==> src/shared/tec_regs.vh <==
`ifndef TEC_REGS_VH
`define TEC_REGS_VH
// register byte offsets
`define TEC_OFF_CFG     12'h000
`define TEC_OFF_CMD     12'h004
`define TEC_OFF_VALUE   12'h008
`define TEC_OFF_RESULT  12'h00c
`define TEC_OFF_STATUS  12'h010
`define TEC_OFF_CNT_X   12'h014
`define TEC_OFF_CNT_Y   12'h018
`define TEC_OFF_CNT_Z   12'h01c
// cfg fields
`define TEC_CFG_XMODE_LSB 0
`define TEC_CFG_YMODE_LSB 2
`define TEC_CFG_ZMODE_LSB 4
`define TEC_CFG_INV_BIT   8
`define TEC_CFG_RST       32'h0000_0015
// cmd fields
`define TEC_CMD_OP_LSB  0
`define TEC_CMD_CH_LSB  4
// command codes
`define TEC_OP_START    3'h1
`define TEC_OP_STOP     3'h2
`define TEC_OP_GET      3'h3
`define TEC_OP_STATE    3'h4
`define TEC_OP_RESET    3'h5
// mode codes
`define TEC_MODE_CW     2'h1
`define TEC_MODE_PD     2'h2
`define TEC_MODE_AB     2'h3
// result fields
`define TEC_RES_Q_BIT    0
`define TEC_RES_DONE_BIT 1
`endif

==> src/hdl/tec_counter.v <==
`timescale 1ns/1ps
`include "tec_regs.vh"
// How it works
// - three independent axes X, Y, Z, each with its own mode
// - mode 1 cw/ccw, 2 pulse plus direction, 3 a/b quadrature
// - any other mode value behaves as mode 1
// - inversion setting 1 inverts every encoder input, 0 passes them
// - pulse/direction, not inverted: pulses count up while direction high
// - pulse/direction, inverted: pulses count down while physical direction high
// - three index flags follow each axis z-index input
// - start enables counting on selected axis; host issues it once
// - stop halts counting so edges no longer change the count
// - get snapshots count into a register no bus address reads, and returns a flag true while counting
// - reset loads the count with a host value, any value
// - start, stop, state, reset return success true or error false
module tec_counter #(
   parameter CW = 32
) (
   // apb
   input  wire        pclk,
   input  wire        presetn,
   input  wire        psel,
   input  wire        penable,
   input  wire        pwrite,
   input  wire [11:0] paddr,
   input  wire [31:0] pwdata,
   output reg  [31:0] prdata,
   output reg         pready,
   output reg         pslverr,
   // encoder pins, a/b/z per axis, bit 0 x, 1 y, 2 z
   input  wire [2:0]  enc_a,
   input  wire [2:0]  enc_b,
   input  wire [2:0]  enc_z,
   // index flags
   output reg         x_index_flag,
   output reg         y_index_flag,
   output reg         z_index_flag
);
   ////////////////////////////////////////////////////////////////////////////
   reg  [31:0]   cfg_ff;
   reg  [CW-1:0] value_ff;
   reg  [CW-1:0] rd_val_ff;
   reg           res_q_ff;
   reg           res_done_ff;
   reg  [2:0]    run_ff;
   reg  [2:0]    load_ff;
   reg  [8:0]    s1_ff;
   reg  [8:0]    s2_ff;
   wire [CW-1:0] cnt_x;
   wire [CW-1:0] cnt_y;
   wire [CW-1:0] cnt_z;
   wire [8:0]    pins;
   wire          inv;
   wire          wr;
   wire          rd;
   wire [2:0]    op;
   wire [1:0]    ch;
   wire          ch_ok;
   reg  [CW-1:0] ch_cnt;
   reg  [31:0]   nxt_prdata;
   reg           nxt_pslverr;

   assign inv  = cfg_ff[`TEC_CFG_INV_BIT];
   assign pins = {enc_z, enc_b, enc_a};
   assign wr   = psel & penable & pwrite;
   assign rd   = psel & ~penable & ~pwrite;
   assign op   = pwdata[`TEC_CMD_OP_LSB +: 3];
   assign ch   = pwdata[`TEC_CMD_CH_LSB +: 2];
   assign ch_ok = (ch != 2'h3);

   ////////////////////////////////////////////////////////////////////////////
   // pin synchronisers, inversion applied between the first and second stage
   always @(posedge pclk or negedge presetn) begin
      if (!presetn) begin
         s1_ff <= 9'h000;
         s2_ff <= 9'h000;
      end else begin
         s1_ff <= pins;
         s2_ff <= s1_ff ^ {9{inv}};
      end
   end

   // index flags follow the corrected z inputs
   always @(posedge pclk or negedge presetn) begin
      if (!presetn) begin
         x_index_flag <= 1'b0;
         y_index_flag <= 1'b0;
         z_index_flag <= 1'b0;
      end else begin
         x_index_flag <= s2_ff[6];
         y_index_flag <= s2_ff[7];
         z_index_flag <= s2_ff[8];
      end
   end

   ////////////////////////////////////////////////////////////////////////////
   // axes
   tec_axis #(.CW(CW)) u_x (
      .pclk     (pclk),
      .presetn  (presetn),
      .in_a     (s2_ff[0]),
      .in_b     (s2_ff[3]),
      .mode     (cfg_ff[`TEC_CFG_XMODE_LSB +: 2]),
      .run      (run_ff[0]),
      .load     (load_ff[0]),
      .load_val (value_ff),
      .count_ff (cnt_x)
   );
   tec_axis #(.CW(CW)) u_y (
      .pclk     (pclk),
      .presetn  (presetn),
      .in_a     (s2_ff[1]),
      .in_b     (s2_ff[4]),
      .mode     (cfg_ff[`TEC_CFG_YMODE_LSB +: 2]),
      .run      (run_ff[1]),
      .load     (load_ff[1]),
      .load_val (value_ff),
      .count_ff (cnt_y)
   );
   tec_axis #(.CW(CW)) u_z (
      .pclk     (pclk),
      .presetn  (presetn),
      .in_a     (s2_ff[2]),
      .in_b     (s2_ff[5]),
      .mode     (cfg_ff[`TEC_CFG_ZMODE_LSB +: 2]),
      .run      (run_ff[2]),
      .load     (load_ff[2]),
      .load_val (value_ff),
      .count_ff (cnt_z)
   );

   always @* begin
      case (ch)
         2'h0:    ch_cnt = cnt_x;
         2'h1:    ch_cnt = cnt_y;
         2'h2:    ch_cnt = cnt_z;
         default: ch_cnt = {CW{1'b0}};
      endcase
   end

   ////////////////////////////////////////////////////////////////////////////
   // command execution on a write to the command register
   always @(posedge pclk or negedge presetn) begin
      if (!presetn) begin
         cfg_ff      <= `TEC_CFG_RST;
         value_ff    <= {CW{1'b0}};
         rd_val_ff   <= {CW{1'b0}};
         res_q_ff    <= 1'b0;
         res_done_ff <= 1'b0;
         run_ff      <= 3'h0;
         load_ff     <= 3'h0;
      end else begin
         load_ff <= 3'h0;
         if (wr && paddr == `TEC_OFF_CFG) begin
            cfg_ff <= pwdata & 32'h0000_013f;
         end
         if (wr && paddr == `TEC_OFF_VALUE) begin
            value_ff <= pwdata[CW-1:0];
         end
         if (wr && paddr == `TEC_OFF_CMD) begin
            res_done_ff <= 1'b1;
            res_q_ff    <= 1'b0;
            case (op)
               `TEC_OP_START: begin
                  if (ch_ok) begin
                     run_ff[ch] <= 1'b1;
                     res_q_ff   <= 1'b1;
                  end
               end
               `TEC_OP_STOP: begin
                  if (ch_ok) begin
                     run_ff[ch] <= 1'b0;
                     res_q_ff   <= 1'b1;
                  end
               end
               `TEC_OP_GET: begin
                  // q reports counting state, count snapshot has no read address
                  rd_val_ff <= ch_cnt;
                  res_q_ff  <= ch_ok & run_ff[ch];
               end
               `TEC_OP_STATE: begin
                  res_q_ff <= ch_ok;
               end
               `TEC_OP_RESET: begin
                  if (ch_ok) begin
                     load_ff[ch] <= 1'b1;
                     res_q_ff    <= 1'b1;
                  end
               end
               default: begin
                  res_q_ff <= 1'b0;
               end
            endcase
         end
      end
   end

   ////////////////////////////////////////////////////////////////////////////
   // apb read mux, answer in the access cycle
   always @* begin
      nxt_prdata  = 32'h0000_0000;
      nxt_pslverr = 1'b0;
      case (paddr)
         `TEC_OFF_CFG:    nxt_prdata = cfg_ff;
         `TEC_OFF_CMD:    nxt_prdata = 32'h0000_0000;
         `TEC_OFF_VALUE:  nxt_prdata = value_ff;
         `TEC_OFF_RESULT: nxt_prdata = {30'h0, res_done_ff, res_q_ff};
         `TEC_OFF_STATUS: nxt_prdata = {25'h0, x_index_flag & 1'b0, z_index_flag, y_index_flag,
                                        x_index_flag, run_ff};
         `TEC_OFF_CNT_X:  nxt_prdata = cnt_x;
         `TEC_OFF_CNT_Y:  nxt_prdata = cnt_y;
         `TEC_OFF_CNT_Z:  nxt_prdata = cnt_z;
         default:         nxt_pslverr = 1'b1;
      endcase
   end

   always @(posedge pclk or negedge presetn) begin
      if (!presetn) begin
         prdata  <= 32'h0000_0000;
         pready  <= 1'b0;
         pslverr <= 1'b0;
      end else begin
         pready  <= psel & ~penable;
         pslverr <= psel & ~penable & nxt_pslverr;
         if (rd) begin
            prdata <= nxt_prdata;
         end
      end
   end
endmodule // tec_counter

==> src/hdl/tec_axis.v <==
`timescale 1ns/1ps
`include "tec_regs.vh"
// one encoder axis: input decode and counter
module tec_axis #(
   parameter CW = 32
) (
   // clock and reset
   input  wire          pclk,
   input  wire          presetn,
   // synchronised, inversion-corrected inputs
   input  wire          in_a,
   input  wire          in_b,
   input  wire [1:0]    mode,
   // control
   input  wire          run,
   input  wire          load,
   input  wire [CW-1:0] load_val,
   // count
   output reg  [CW-1:0] count_ff
);
   reg        a_ff;
   reg        b_ff;
   reg        up;
   reg        dn;
   reg [1:0]  emode;
   wire       a_rise = in_a & ~a_ff;
   wire       b_rise = in_b & ~b_ff;
   wire       a_chg  = in_a ^ a_ff;
   wire       b_chg  = in_b ^ b_ff;

   always @* begin
      emode = mode;
      if (mode == 2'h0) begin
         emode = `TEC_MODE_CW;
      end
      up = 1'b0;
      dn = 1'b0;
      case (emode)
         `TEC_MODE_PD: begin
            // a is pulse, b is direction (inversion applied upstream)
            up = a_rise & in_b;
            dn = a_rise & ~in_b;
         end
         `TEC_MODE_AB: begin
            // one step per valid edge, both changing is an illegal jump
            if (a_chg ^ b_chg) begin
               up = (a_chg & (in_a ^ in_b)) | (b_chg & ~(in_a ^ in_b));
               dn = (a_chg & ~(in_a ^ in_b)) | (b_chg & (in_a ^ in_b));
            end
         end
         default: begin
            up = a_rise;
            dn = b_rise;
         end
      endcase
   end

   always @(posedge pclk or negedge presetn) begin
      if (!presetn) begin
         a_ff     <= 1'b0;
         b_ff     <= 1'b0;
         count_ff <= {CW{1'b0}};
      end else begin
         a_ff <= in_a;
         b_ff <= in_b;
         if (load) begin
            count_ff <= load_val;
         end else if (run && (up != dn)) begin
            count_ff <= up ? count_ff + 1'b1 : count_ff - 1'b1;
         end
      end
   end
endmodule // tec_axis

==> config.mk <==
export PLATFORM = sky130hd
export DESIGN_NAME = tec_counter
export DESIGN_NICKNAME = d
export VERILOG_FILES = /design/src/hdl/tec_counter.v /design/src/hdl/tec_axis.v
export VERILOG_INCLUDE_DIRS = /design/src /design/src/shared
export SDC_FILE = /design/constraint.sdc
export NUM_CORES = 1
export LEC_CHECK = 0
export BUFFER_PORTS_ARGS = -buffer_cell sky130_fd_sc_hd__buf_4
export CELL_PAD_IN_SITES_DETAIL_PLACEMENT = 0
export CELL_PAD_IN_SITES_GLOBAL_PLACEMENT = 1
export CORE_MARGIN = 2
export CORE_UTILIZATION = 51
export CTS_CLUSTER_DIAMETER = 30
export CTS_CLUSTER_SIZE = 25
export DETAILED_ROUTE_END_ITERATION = 12
export PLACE_DENSITY = 0.87
export SLEW_MARGIN = 20
export SYNTH_ARGS = -nofsm -noshare
export SYNTH_HDL_FRONTEND = slang
export SYNTH_SLANG_ARGS = --single-unit
==> constraint.sdc <==
create_clock -name pclk -period 7.9 [get_ports pclk]
set_input_delay 2.37 -clock pclk [delete_from_list [all_inputs] [get_ports pclk]]
set_output_delay 2.37 -clock pclk [all_outputs]
set_load 0.005 [all_outputs]
# Yosys cells after proc, flatten, opt, wreduce, memory -nomap -nowiden
# Index checks and enable logic that the tools add are counted.
classes:
  shift: 0
  muxes: 38
  n_eq_ne: 24
  bitwise: 66
  n_mul: 0
  div: 0
  reduce_logical: 18
  order_cmp: 2
  n_addsub: 6
op_table:
  columns: ["operator", "count"]
  rows:
  - ["2-to-1 mux 32 bit", 9]
  - ["case mux 32 bit (7 select lines)", 1]
  - ["adder 32 x 1 -> 32 bit (second input constant)", 3]
  - ["subtractor 32 x 1 -> 32 bit (second input constant)", 3]
  - ["== test 12 x 5 -> 1 bit (second input constant)", 4]
  - ["AND 1 bit", 30]
  - ["== test 12 x 4 -> 1 bit (second input constant)", 2]
  - ["2-to-1 mux 3 bit", 5]
  - ["inverter 1 bit", 14]
  - ["== test 12 x 3 -> 1 bit (second input constant)", 1]
  - ["== test 2 bit (second input constant)", 6]
  - ["zero test 12 bit", 1]
  - ["case mux 1 bit (2 select lines)", 6]
  - ["bitwise XOR 1 bit", 12]
  - ["2-to-1 mux 1 bit", 10]
  - ["bitwise XOR 9 bit", 1]
  - ["nonzero test 2 bit", 4]
  - ["OR reduction 8 bit", 1]
  - ["logical AND 1 bit", 7]
  - ["== test 3 x 2 -> 1 bit (second input constant)", 2]
  - ["== test 3 bit (second input constant)", 2]
  - ["zero test 2 bit", 3]
  - ["2-to-1 mux 2 bit", 3]
  - ["inequality test 2 bit (second input constant)", 3]
  - ["14 further kinds", 21]
word_totals:
  inputBits: 58
  latch_bits: 0
  mem_bits_ro: 0
  memories: 0
  mem_bits_rw: 0
  register_bits: 204

# Longest topological paths before layout
# Gate-level depths: netlist of the first run.
depth:
  depth_word: 10
  depth_mapped: 17
  mapped_depth_nobuf: 16

# Cells and area by module
# Synthesis of the first run repeated with hierarchy kept, for this count alone.
hier_totals:
  hier_cells: 1667
  hier_area_um2: 14969.4
modules_own_cells:
  columns: ["mod", "n_inst", "cells_per_inst", "seq_area_each_um2", "area_per_inst_um2"]
  rows:
  - ["tec_axis (u_x ...)", 2, 398, 850.8, 3195.6]
  - ["tec_counter", 1, 483, 2556.2, 5400.2]
  - ["tec_axis (u_z)", 1, 388, 850.8, 3178.0]

# Worst setup path after synthesis of the first run
# No wires, ideal clock.
synth_path:
  kind: "register to register"
  from: "reg s2_ff[4]"
  to: "reg u_y.count_ff[29]"
  slack_ps: 2964
  required_ps: 7769
  arrival_ps: 4805
  period_less_slack_ps: 4936
  stages_incl_launch_ff: 15
  setup_ps: 131
  cell_sequence: "dfrtp_1 -> ha_1 -> nand2b_1 -> mux2i_1 -> a32oi_1 -> ha_1 -> a2111o_1 -> o21bai_1 -> a41oi_2 -> o21ai_1 -> a21oi_1 -> o31ai_1 -> a31oi_1 -> nor4_1 -> or3_1"
synth_via:
  elab_chain_cells: 9
synth_rtl:
  columns: ["item", "line_no", "text"]
  rows:
  - ["from (decl)", "tec_counter.v:48", "reg [8:0] s2_ff;"]
  - ["from (signal assigned)", "tec_counter.v:79", "s2_ff <= s1_ff ^ {9{inv}};"]
  - ["bitwise XOR 1 bit", "tec_axis.v:47, tec_axis.v:48", null]
  - ["inverter 1 bit", "tec_axis.v:47, tec_axis.v:48", null]
  - ["AND 1 bit, on equally long branches", "tec_axis.v:47, tec_axis.v:48", null]
  - ["OR 1 bit, on equally long branches", "tec_axis.v:47, tec_axis.v:48", null]
  - ["2-to-1 mux 1 bit", "tec_axis.v:46", "if (a_chg ^ b_chg) begin"]
  - ["case mux 1 bit (2 select lines)", "tec_axis.v:38", "case (emode)"]
  - ["2-to-1 mux 32 bit or inequality test 1 bit (tied branches)", "tec_axis.v:69, tec_axis.v:68", null]
  - ["2-to-1 mux 32 bit or logical AND 1 bit (tied branches)", "tec_axis.v:68", "end else if (run && (up != dn)) begin"]
  - ["2-to-1 mux 32 bit or nonzero test 2 bit (tied branches)", null, null]
  - ["to (signal assigned)", "tec_axis.v:62", "count_ff <= {CW{1'b0}};"]
  - ["to (signal assigned)", "tec_axis.v:67", "count_ff <= load_val;"]
  - ["to (signal assigned)", "tec_axis.v:69", "count_ff <= up ? count_ff + 1'b1 : count_ff - 1'b1;"]
  - ["to (decl)", "tec_axis.v:19", "output reg [CW-1:0] count_ff"]
# Parallel ways exist; a longest one is shown, timed or not. The select of a mux whose other input is x is not followed.
# A chain may end at the register's enable or synchronous reset.

# Worst setup path after layout of the first run
layout_path:
  from: "reg s2_ff[3]"
  to: "reg u_x.count_ff[29]"
layout_via:
  elab_chain_cells: 9
layout_rtl:
  columns: ["item", "line_no"]
  rows:
  - ["bitwise XOR 1 bit", "tec_axis.v:47, tec_axis.v:48"]
  - ["inverter 1 bit", "tec_axis.v:47, tec_axis.v:48"]
  - ["AND 1 bit, on equally long branches", "tec_axis.v:47, tec_axis.v:48"]
  - ["OR 1 bit, on equally long branches", "tec_axis.v:47, tec_axis.v:48"]
  - ["2-to-1 mux 1 bit", "tec_axis.v:46"]
  - ["case mux 1 bit (2 select lines)", "tec_axis.v:38"]
  - ["2-to-1 mux 32 bit or inequality test 1 bit (tied branches)", "tec_axis.v:69, tec_axis.v:68"]
  - ["2-to-1 mux 32 bit or logical AND 1 bit (tied branches)", "tec_axis.v:68"]
  - ["2-to-1 mux 32 bit or nonzero test 2 bit (tied branches)", null]
  - ["to (signal assigned)", "tec_axis.v:62"]
  - ["to (signal assigned)", "tec_axis.v:67"]
  - ["to (signal assigned)", "tec_axis.v:69"]
  - ["to (decl)", "tec_axis.v:19"]
# Parallel ways exist; a longest one is shown, timed or not. The select of a mux whose other input is x is not followed.

==> results of run 1 <==
==> power breakdown <==
part | internal (uW) | total [uW] | leakage (uW) | switching [uW]
logic | 918 | 2070 | 0.00414 | 1150
clock network | 1350 | 1950 | 0.000777 | 594
registers | 1230 | 1430 | 0.00260 | 204
total | 3500 | 5440 | 0.00752 | 1940
==> how the worst max path moves through the flow <==
| stage | end | depth (start not counted) | slack (ns) | start |
|---|---|---|---|---|
| CTS | u_x.count_ff[29]$_DFFE_PN0P_ | 15 | 2.87 | s2_ff[3]$_DFF_PN0_ |
| detailed placement | cfg_ff[8]$_DFFE_PN0P_ | 8 | 2.85 | paddr[9] |
| floorplan | u_y.count_ff[29]$_DFFE_PN0P_ | 14 | 2.96 | s2_ff[4]$_DFF_PN0_ |
| global route | u_x.count_ff[29]$_DFFE_PN0P_ | 15 | 2.34 | s2_ff[0]$_DFF_PN0_ |
| finish | u_x.count_ff[29]$_DFFE_PN0P_ | 15 | 2.86 | s2_ff[3]$_DFF_PN0_ |
| global placement | u_x.count_ff[29]$_DFFE_PN0P_ | 15 | 2.96 | s2_ff[3]$_DFF_PN0_ |
==> kinds of logic (layout without fill, tap and decap cells) <==
kind of cell	after synthesis	count (layout)	synth area share
adders and majority gates	99	99	0.0910
buffers and inverters	120	229	0.0329
DFF	204	204	0.369
muxes	64	64	0.0501
xor gates and xnor gates	86	86	0.0543
AOI/OAI and AO/OA	545	545	0.257
and+or+nand+nor	437	437	0.146
==> per-stage QoR <==
step	util	hold WS, ns
finish	0.614	0.346
global route	0.614	0.353
CTS	0.614	0.352
detailed placement	0.555	0.342
global placement	0.555	0.333
floorplan	-	0.331
==> critical path, cell delays in order (launching register included) <==
cell       delay [ns]
dfrtp_1          0.42
ha_1             0.31
nand2b_1         0.13
mux2i_1          0.07
a32o_1           0.35
inv_1            0.84
ha_1             0.45
a2111oi_0        0.34
o21ai_0          0.19
nand2_1          0.15
o21ai_0          0.23
a211oi_1         0.66
o21bai_1         0.23
a31oi_1          0.25
mux2i_1          0.21
nand3_1          0.08
==> sequential cells by signal, indices dropped and copies added (netlist names), 3 cells and up, named ones only <==
name / count
prdata: 32
u_z.count_ff: 32
cfg_ff: 7
u_y.count_ff: 32
load_ff: 3
s2_ff: 9
u_x.count_ff: 32
s1_ff: 9
value_ff: 32
==> cells in the mapped netlist (12+ instances only) <==
master | number | area (um^2)
a211oi_1 | 34 | 255
a21o_1 | 49 | 368
a21oi_1 | 127 | 636
a221oi_1 | 29 | 254
a22o_1 | 25 | 219
a22oi_1 | 17 | 128
a31oi_1 | 18 | 113
clkbuf_1 | 68 | 255
dfrtp_1 | 201 | 5030
ha_1 | 96 | 1200
inv_1 | 40 | 150
mux2_2 | 43 | 484
mux2i_1 | 21 | 210
nand2_1 | 177 | 664
nand2b_1 | 21 | 131
nand3_1 | 25 | 125
nand4_1 | 13 | 81.3
nor2_1 | 102 | 383
nor2b_1 | 16 | 100
nor3_1 | 23 | 115
o211ai_1 | 15 | 113
o21ai_0 | 147 | 736
o21bai_1 | 12 | 90.1
or3_1 | 12 | 75.1
xnor2_1 | 40 | 350
xor2_1 | 46 | 403
==> final cells by class <==
cell class	count	area, um^2
well taps	341	427
multi-input cells	1231	8350
clock buffers	51	1210
repair buffers	110	832
clock inverters	28	377
flip-flops and latches	204	5110
inverters	40	150
fillers	2298	10300
==> per-layer routing <==
layer,routed length (um),track usage,up-vias
li1,-,-,5931
met1,18900,0.429,5895
met2,15400,0.368,371
met3,2990,0.0498,57
met4,699,0.0675,0
met5,0,0,-
==> results.toml, run 1 <==
[outcome]
run_status = "completed"

[clock_tree]
h-tree-depth = 2
cts_sinks = 204
cts_tree = "built"
clkLatencyLatePin_ns = 0.52
path_clk_slew_ns = 0.05
ctsResizeCount = 0
cts_hold_buf = 0
cts_setup_buffers = 0
cts_root_buf = "clkbuf_16"
clock_path_buffers = 3
cts_buffers = 43

[pwr]
power_leakage_uw = 0.00752
p_per_area_nw_per_um2 = 331
power_uw = 5440
ir_drop_mv = 0.172

[hold_path]
hp-class = "register to register"
hp-start = "s2_ff[6]$_DFF_PN0_"
hold_path_depth = 0
hold-path-endpoint = "x_index_flag$_DFF_PN0_"

[route]
drtIter0Drc = 978
vias_per_cell = 6.11
final_antenna_net_count = 0
dr.pass1.iters = 5
num_vias = 12300
wl_um = 38000
routedWlPerCell_um = 19.0
drc = 0

[sta]
hold_violations = 0
setup_ws_ns = 2.86
rsz0062_at_grt = "no"
timing.final.crit_share = 0.638
fin_tns_setup_ns = 0
slew_headroom = 0.253
setup_viol = 0
max_slew.worst_pin.slew_ns = 1.12
skew_ns = 0.0180
drv_slew = 0
fmax_mhz = 198
min_period_ns = 5.04

[floorplan]
ios = 95
die_area_um2 = 28500
floorplan.initialDensity = 0.517
die_w_um = 169
num_rows = 60
core_region_area_um2 = 26800
die_h_um = 169

[critical_path]
rrSetupSlack_ns = 2.86
worstReg2RegStart = "s2_ff[3]$_DFF_PN0_"
reg2reg_to = "u_x.count_ff[29]$_DFFE_PN0P_"
end_kind = "register"
critPathLaunchType = "register"
rr_worst_depth = 15
critPathRequiredTime_ns = 8.29
cp_max_fo = 32
worstSetupPathType = "register to register"
crit_arrival_ns = 5.44

[place]
portBuffers = 94
place_ws_ns = 2.85
place_inst = 1926
hpwl_um = 27500
gp_congestion = 0.914
place_area_um2 = 14900

[final_layout]
fin_area_um2 = 16500
layout_commonest_cell = "dfrtp_1"
final_cell_mix = "dfrtp_1 (198), nand2_1 (175), o21ai_0 (147)"
drive_above_1_share = 0.157
area.growth.synth_to_final_pct = 18.7
finalNetCount = 1787
stdcell_count = 2005
antenna_cells = 0

[synthesis]
synth_area_um2 = 13900
synth_cell_types = 72
synth_edf_count = 0
synthArstFlopShare = 1.00
synth_seq_cells = 204
postSynthCellCount = 1555
synth_ff_type = "dfrtp_1"
yosys_warnings = 0
synth_area_per_cell_um2 = 8.91
ys_seq_area_frac = 0.369
synth_nets = 1712

[global_route]
grt_usage = 0.268
grt_pass1_wl_um = 61700
grt_overflow = 0
grt_pass1_vias = 11500
grt_max_degree = 96
antenna_found_initial = 0

[run]
cap_violations = 0
(Power assumes the default switching activity.)
==> run 2, diff against run 1 <==
--- a/config.mk
+++ b/config.mk
@@ -6,15 +6,16 @@
 export SDC_FILE = /design/constraint.sdc
 export NUM_CORES = 1
 export LEC_CHECK = 0
+export ABC_AREA = 1
 export BUFFER_PORTS_ARGS = -buffer_cell sky130_fd_sc_hd__buf_4
 export CELL_PAD_IN_SITES_DETAIL_PLACEMENT = 0
 export CELL_PAD_IN_SITES_GLOBAL_PLACEMENT = 1
 export CORE_MARGIN = 2
-export CORE_UTILIZATION = 51
+export CORE_UTILIZATION = 44
 export CTS_CLUSTER_DIAMETER = 30
 export CTS_CLUSTER_SIZE = 25
 export DETAILED_ROUTE_END_ITERATION = 12
-export PLACE_DENSITY = 0.87
+export PLACE_DENSITY = 0.82
 export SLEW_MARGIN = 20
 export SYNTH_ARGS = -nofsm -noshare
 export SYNTH_HDL_FRONTEND = slang
==> constraint.sdc (replaced) <==
create_clock -name pclk -period 5.3 [get_ports pclk]
set_input_delay 1.59 -clock pclk [delete_from_list [all_inputs] [get_ports pclk]]
set_output_delay 1.59 -clock pclk [all_outputs]
set_load 0.005 [all_outputs]
==> run 2 against run 1 <==
  * Non-clock buffer count down 6
  * Cell count up 73%
  * Utilization down 9.4 points
  * Sequential cell count unchanged
  * Hold slack worse by 0.0026 ns
  * Wire length up 68%
  * Fmax up 34%
  * Synthesized cell count up 81%
  * Setup slack worse by 1.3 ns
  * Via count up 51%
  * Critical endpoint is now u_x.count_ff[14]$_DFFE_PN0P_
  * Critical path depth up 4
  * Critical path type unchanged
  * Count of clock-buffer cells in the layout up 6
==> results.toml, run 2 <==
[final_layout]
antenna_cells = 0
final_cell_mix = "nand2_1 (1175), inv_1 (403), nand3_1 (301)"
layout_commonest_cell = "nand2_1"
multi_input_area_um2 = 10400
drive_above_1_share = 0.0882
stdcell_count = 3467
seqCellArea_um2 = 5110
nFillCells = 3997
finalNetCount = 3068
area.growth.synth_to_final_pct = 16.1

[synthesis]
synth_area_um2 = 17400
synth_common_cells = "nand2_1 (1175), inv_1 (403), nand3_1 (301), dfrtp_1 (201), nor2_1 (177)"
synth_edf_count = 0
yosys_warnings = 0
synth_top_area_share = 0.289
postSynthCellCount = 2815
synthTopCellsByArea = "dfrtp_1 (29%), nand2_1 (25%), inv_1 (8.7%)"
synth_nets = 2972
synthArstFlopShare = 1.00
synth_area_per_cell_um2 = 6.19
synth_seq_cells = 204
yosysMostFrequentCell = "nand2_1"
yosys.area.top_type = "dfrtp_1"
synth_ff_type = "dfrtp_1"
synth_cell_types = 47
ys_seq_area_frac = 0.293

[floorplan]
core_region_area_um2 = 38900
die_w_um = 203
num_rows = 72
floorplan.initialDensity = 0.448
die_h_um = 203
ios = 95
die_area_um2 = 41200

[clock_tree]
cts_hold_buf = 0
cts_sinks = 204
clkLatencyLatePin_ns = 0.60
cts_tree = "built"
path_clk_slew_ns = 0.05
ctsResizeCount = 0
clock_path_buffers = 3
h-tree-depth = 2
cts_root_buf = "clkbuf_16"
cts_setup_buffers = 0
cts_buffers = 47

[sta]
hold_violations = 0
rsz0062_at_grt = "no"
slew_headroom = 0.284
drv_slew = 0
skew_ns = 0.0398
setup_viol = 0
fin_tns_setup_ns = 0
max_slew.worst_pin.slew_ns = 1.07
min_period_ns = 3.76
fmax_mhz = 266
timing.final.crit_share = 0.709

[route]
final_antenna_net_count = 0
wl_um = 64000
routedWlPerCell_um = 18.4
num_vias = 18500
vias_per_cell = 5.34
dr.pass1.iters = 6
drtIter0Drc = 1563
drc = 0

[hold_path]
hp-class = "register to register"

[critical_path]
crit_arrival_ns = 4.23
rrSetupSlack_ns = 1.54
reg2reg_to = "u_x.count_ff[14]$_DFFE_PN0P_"
cp_max_fo = 32
rr_worst_depth = 19
worstSetupEndpoint = "u_x.count_ff[14]$_DFFE_PN0P_"
critPathRequiredTime_ns = 5.77
worstSetupPathType = "register to register"
crit_start = "s2_ff[0]$_DFF_PN0_"
critPathLaunchType = "register"
worstReg2RegStart = "s2_ff[0]$_DFF_PN0_"
end_kind = "register"

[outcome]
run_status = "completed"

[global_route]
grt_max_degree = 113
grt_usage = 0.311
grt_overflow = 0
grt_pass1_vias = 17300
grt_pass1_wl_um = 98000
antenna_found_initial = 1

[place]
gp_congestion = 0.988
place_inst = 3380
hpwl_um = 51400
portBuffers = 94

[pwr]
p_per_area_nw_per_um2 = 252
ir_drop_mv = 0.272
power_leakage_uw = 0.0115

[run]
cap_violations = 0
[run 2: layout make-up]
class | count | area share
tap | 518 | 0.0320
clock buffer | 57 | 0.0624
clock inverter | 30 | 0.0206
timing repair buffer | 104 | 0.0396
sequential | 204 | 0.252
inverter | 417 | 0.0774
multi-input combinational | 2137 | 0.515
[run 2: worst min-delay path by stage]
stage	from	end	cells after the start
after floorplan	s2_ff[6]$_DFF_PN0_	x_index_flag$_DFF_PN0_	0
after global placement	s2_ff[6]$_DFF_PN0_	x_index_flag$_DFF_PN0_	0
after detailed placement	s2_ff[6]$_DFF_PN0_	x_index_flag$_DFF_PN0_	0
after CTS	s2_ff[6]$_DFF_PN0_	x_index_flag$_DFF_PN0_	0
after global routing	s2_ff[8]$_DFF_PN0_	z_index_flag$_DFF_PN0_	0
final	s2_ff[6]$_DFF_PN0_	x_index_flag$_DFF_PN0_	0
[run 2: per-stage QoR]
| step | area [um^2] | util | hold WS [ns] | setup WS (ns) | power (uW) |
|---|---|---|---|---|---|
| 6_report | 20200 | 0.520 | 0.344 | 1.54 | 5100 |
| 5_1_grt | 20200 | 0.520 | 0.355 | 1.24 | 5270 |
| 4_1_cts | 20200 | 0.520 | 0.345 | 1.64 | 5130 |
| 3_5_place_dp | 18600 | 0.477 | 0.335 | 1.27 | 2060 |
| 3_3_place_gp | 18500 | 0.477 | 0.334 | 1.33 | 2060 |
| 2_1_floorplan | 17400 | - | 0.331 | 1.50 | 1890 |
[run 2: routing by layer]
metal | global-route usage | up-vias | share of wire
li1 | - | 9054 | -
met1 | 0.425 | 8681 | 0.45
met2 | 0.475 | 663 | 0.43
met3 | 0.0689 | 118 | 0.081
met4 | 0.127 | 0 | 0.042
met5 | 0 | - | 0
[run 2: where the power goes]
part	internal [uW]	switching, uW	total (uW)
Clock	2050	999	3050
Combinational	142	320	461
Sequential	1570	9.42	1580
[run 2: critical path, cell delays in order (launching register included)]
cell and delay [ns]:
dfrtp_1 0.42, ha_1 0.35, inv_1 0.05, nand3_1 0.08, nand2_1 0.06, nand2_1 0.13
nand2_1 0.12, inv_2 0.53, fa_1 0.48, nand3_1 0.13, nand3_1 0.29, nand2_1 0.09
nand2_1 0.23, nand2_1 0.11, nand2_1 0.11, nand2_1 0.06, nand3_1 0.14, o21ai_0 0.12
nand2_1 0.08, nand2_1 0.06
[run 2: kinds of logic after synthesis]
group / count (synthesis) / synth area share
AOI/OAI and AO/OA: 179 / 0.0539
xor gates and xnor gates: 39 / 0.0196
adders and majority gates: 99 / 0.0724
buffers and inverters: 474 / 0.109
DFF: 204 / 0.293
muxes: 13 / 0.0106
and+or+nand+nor: 1807 / 0.441
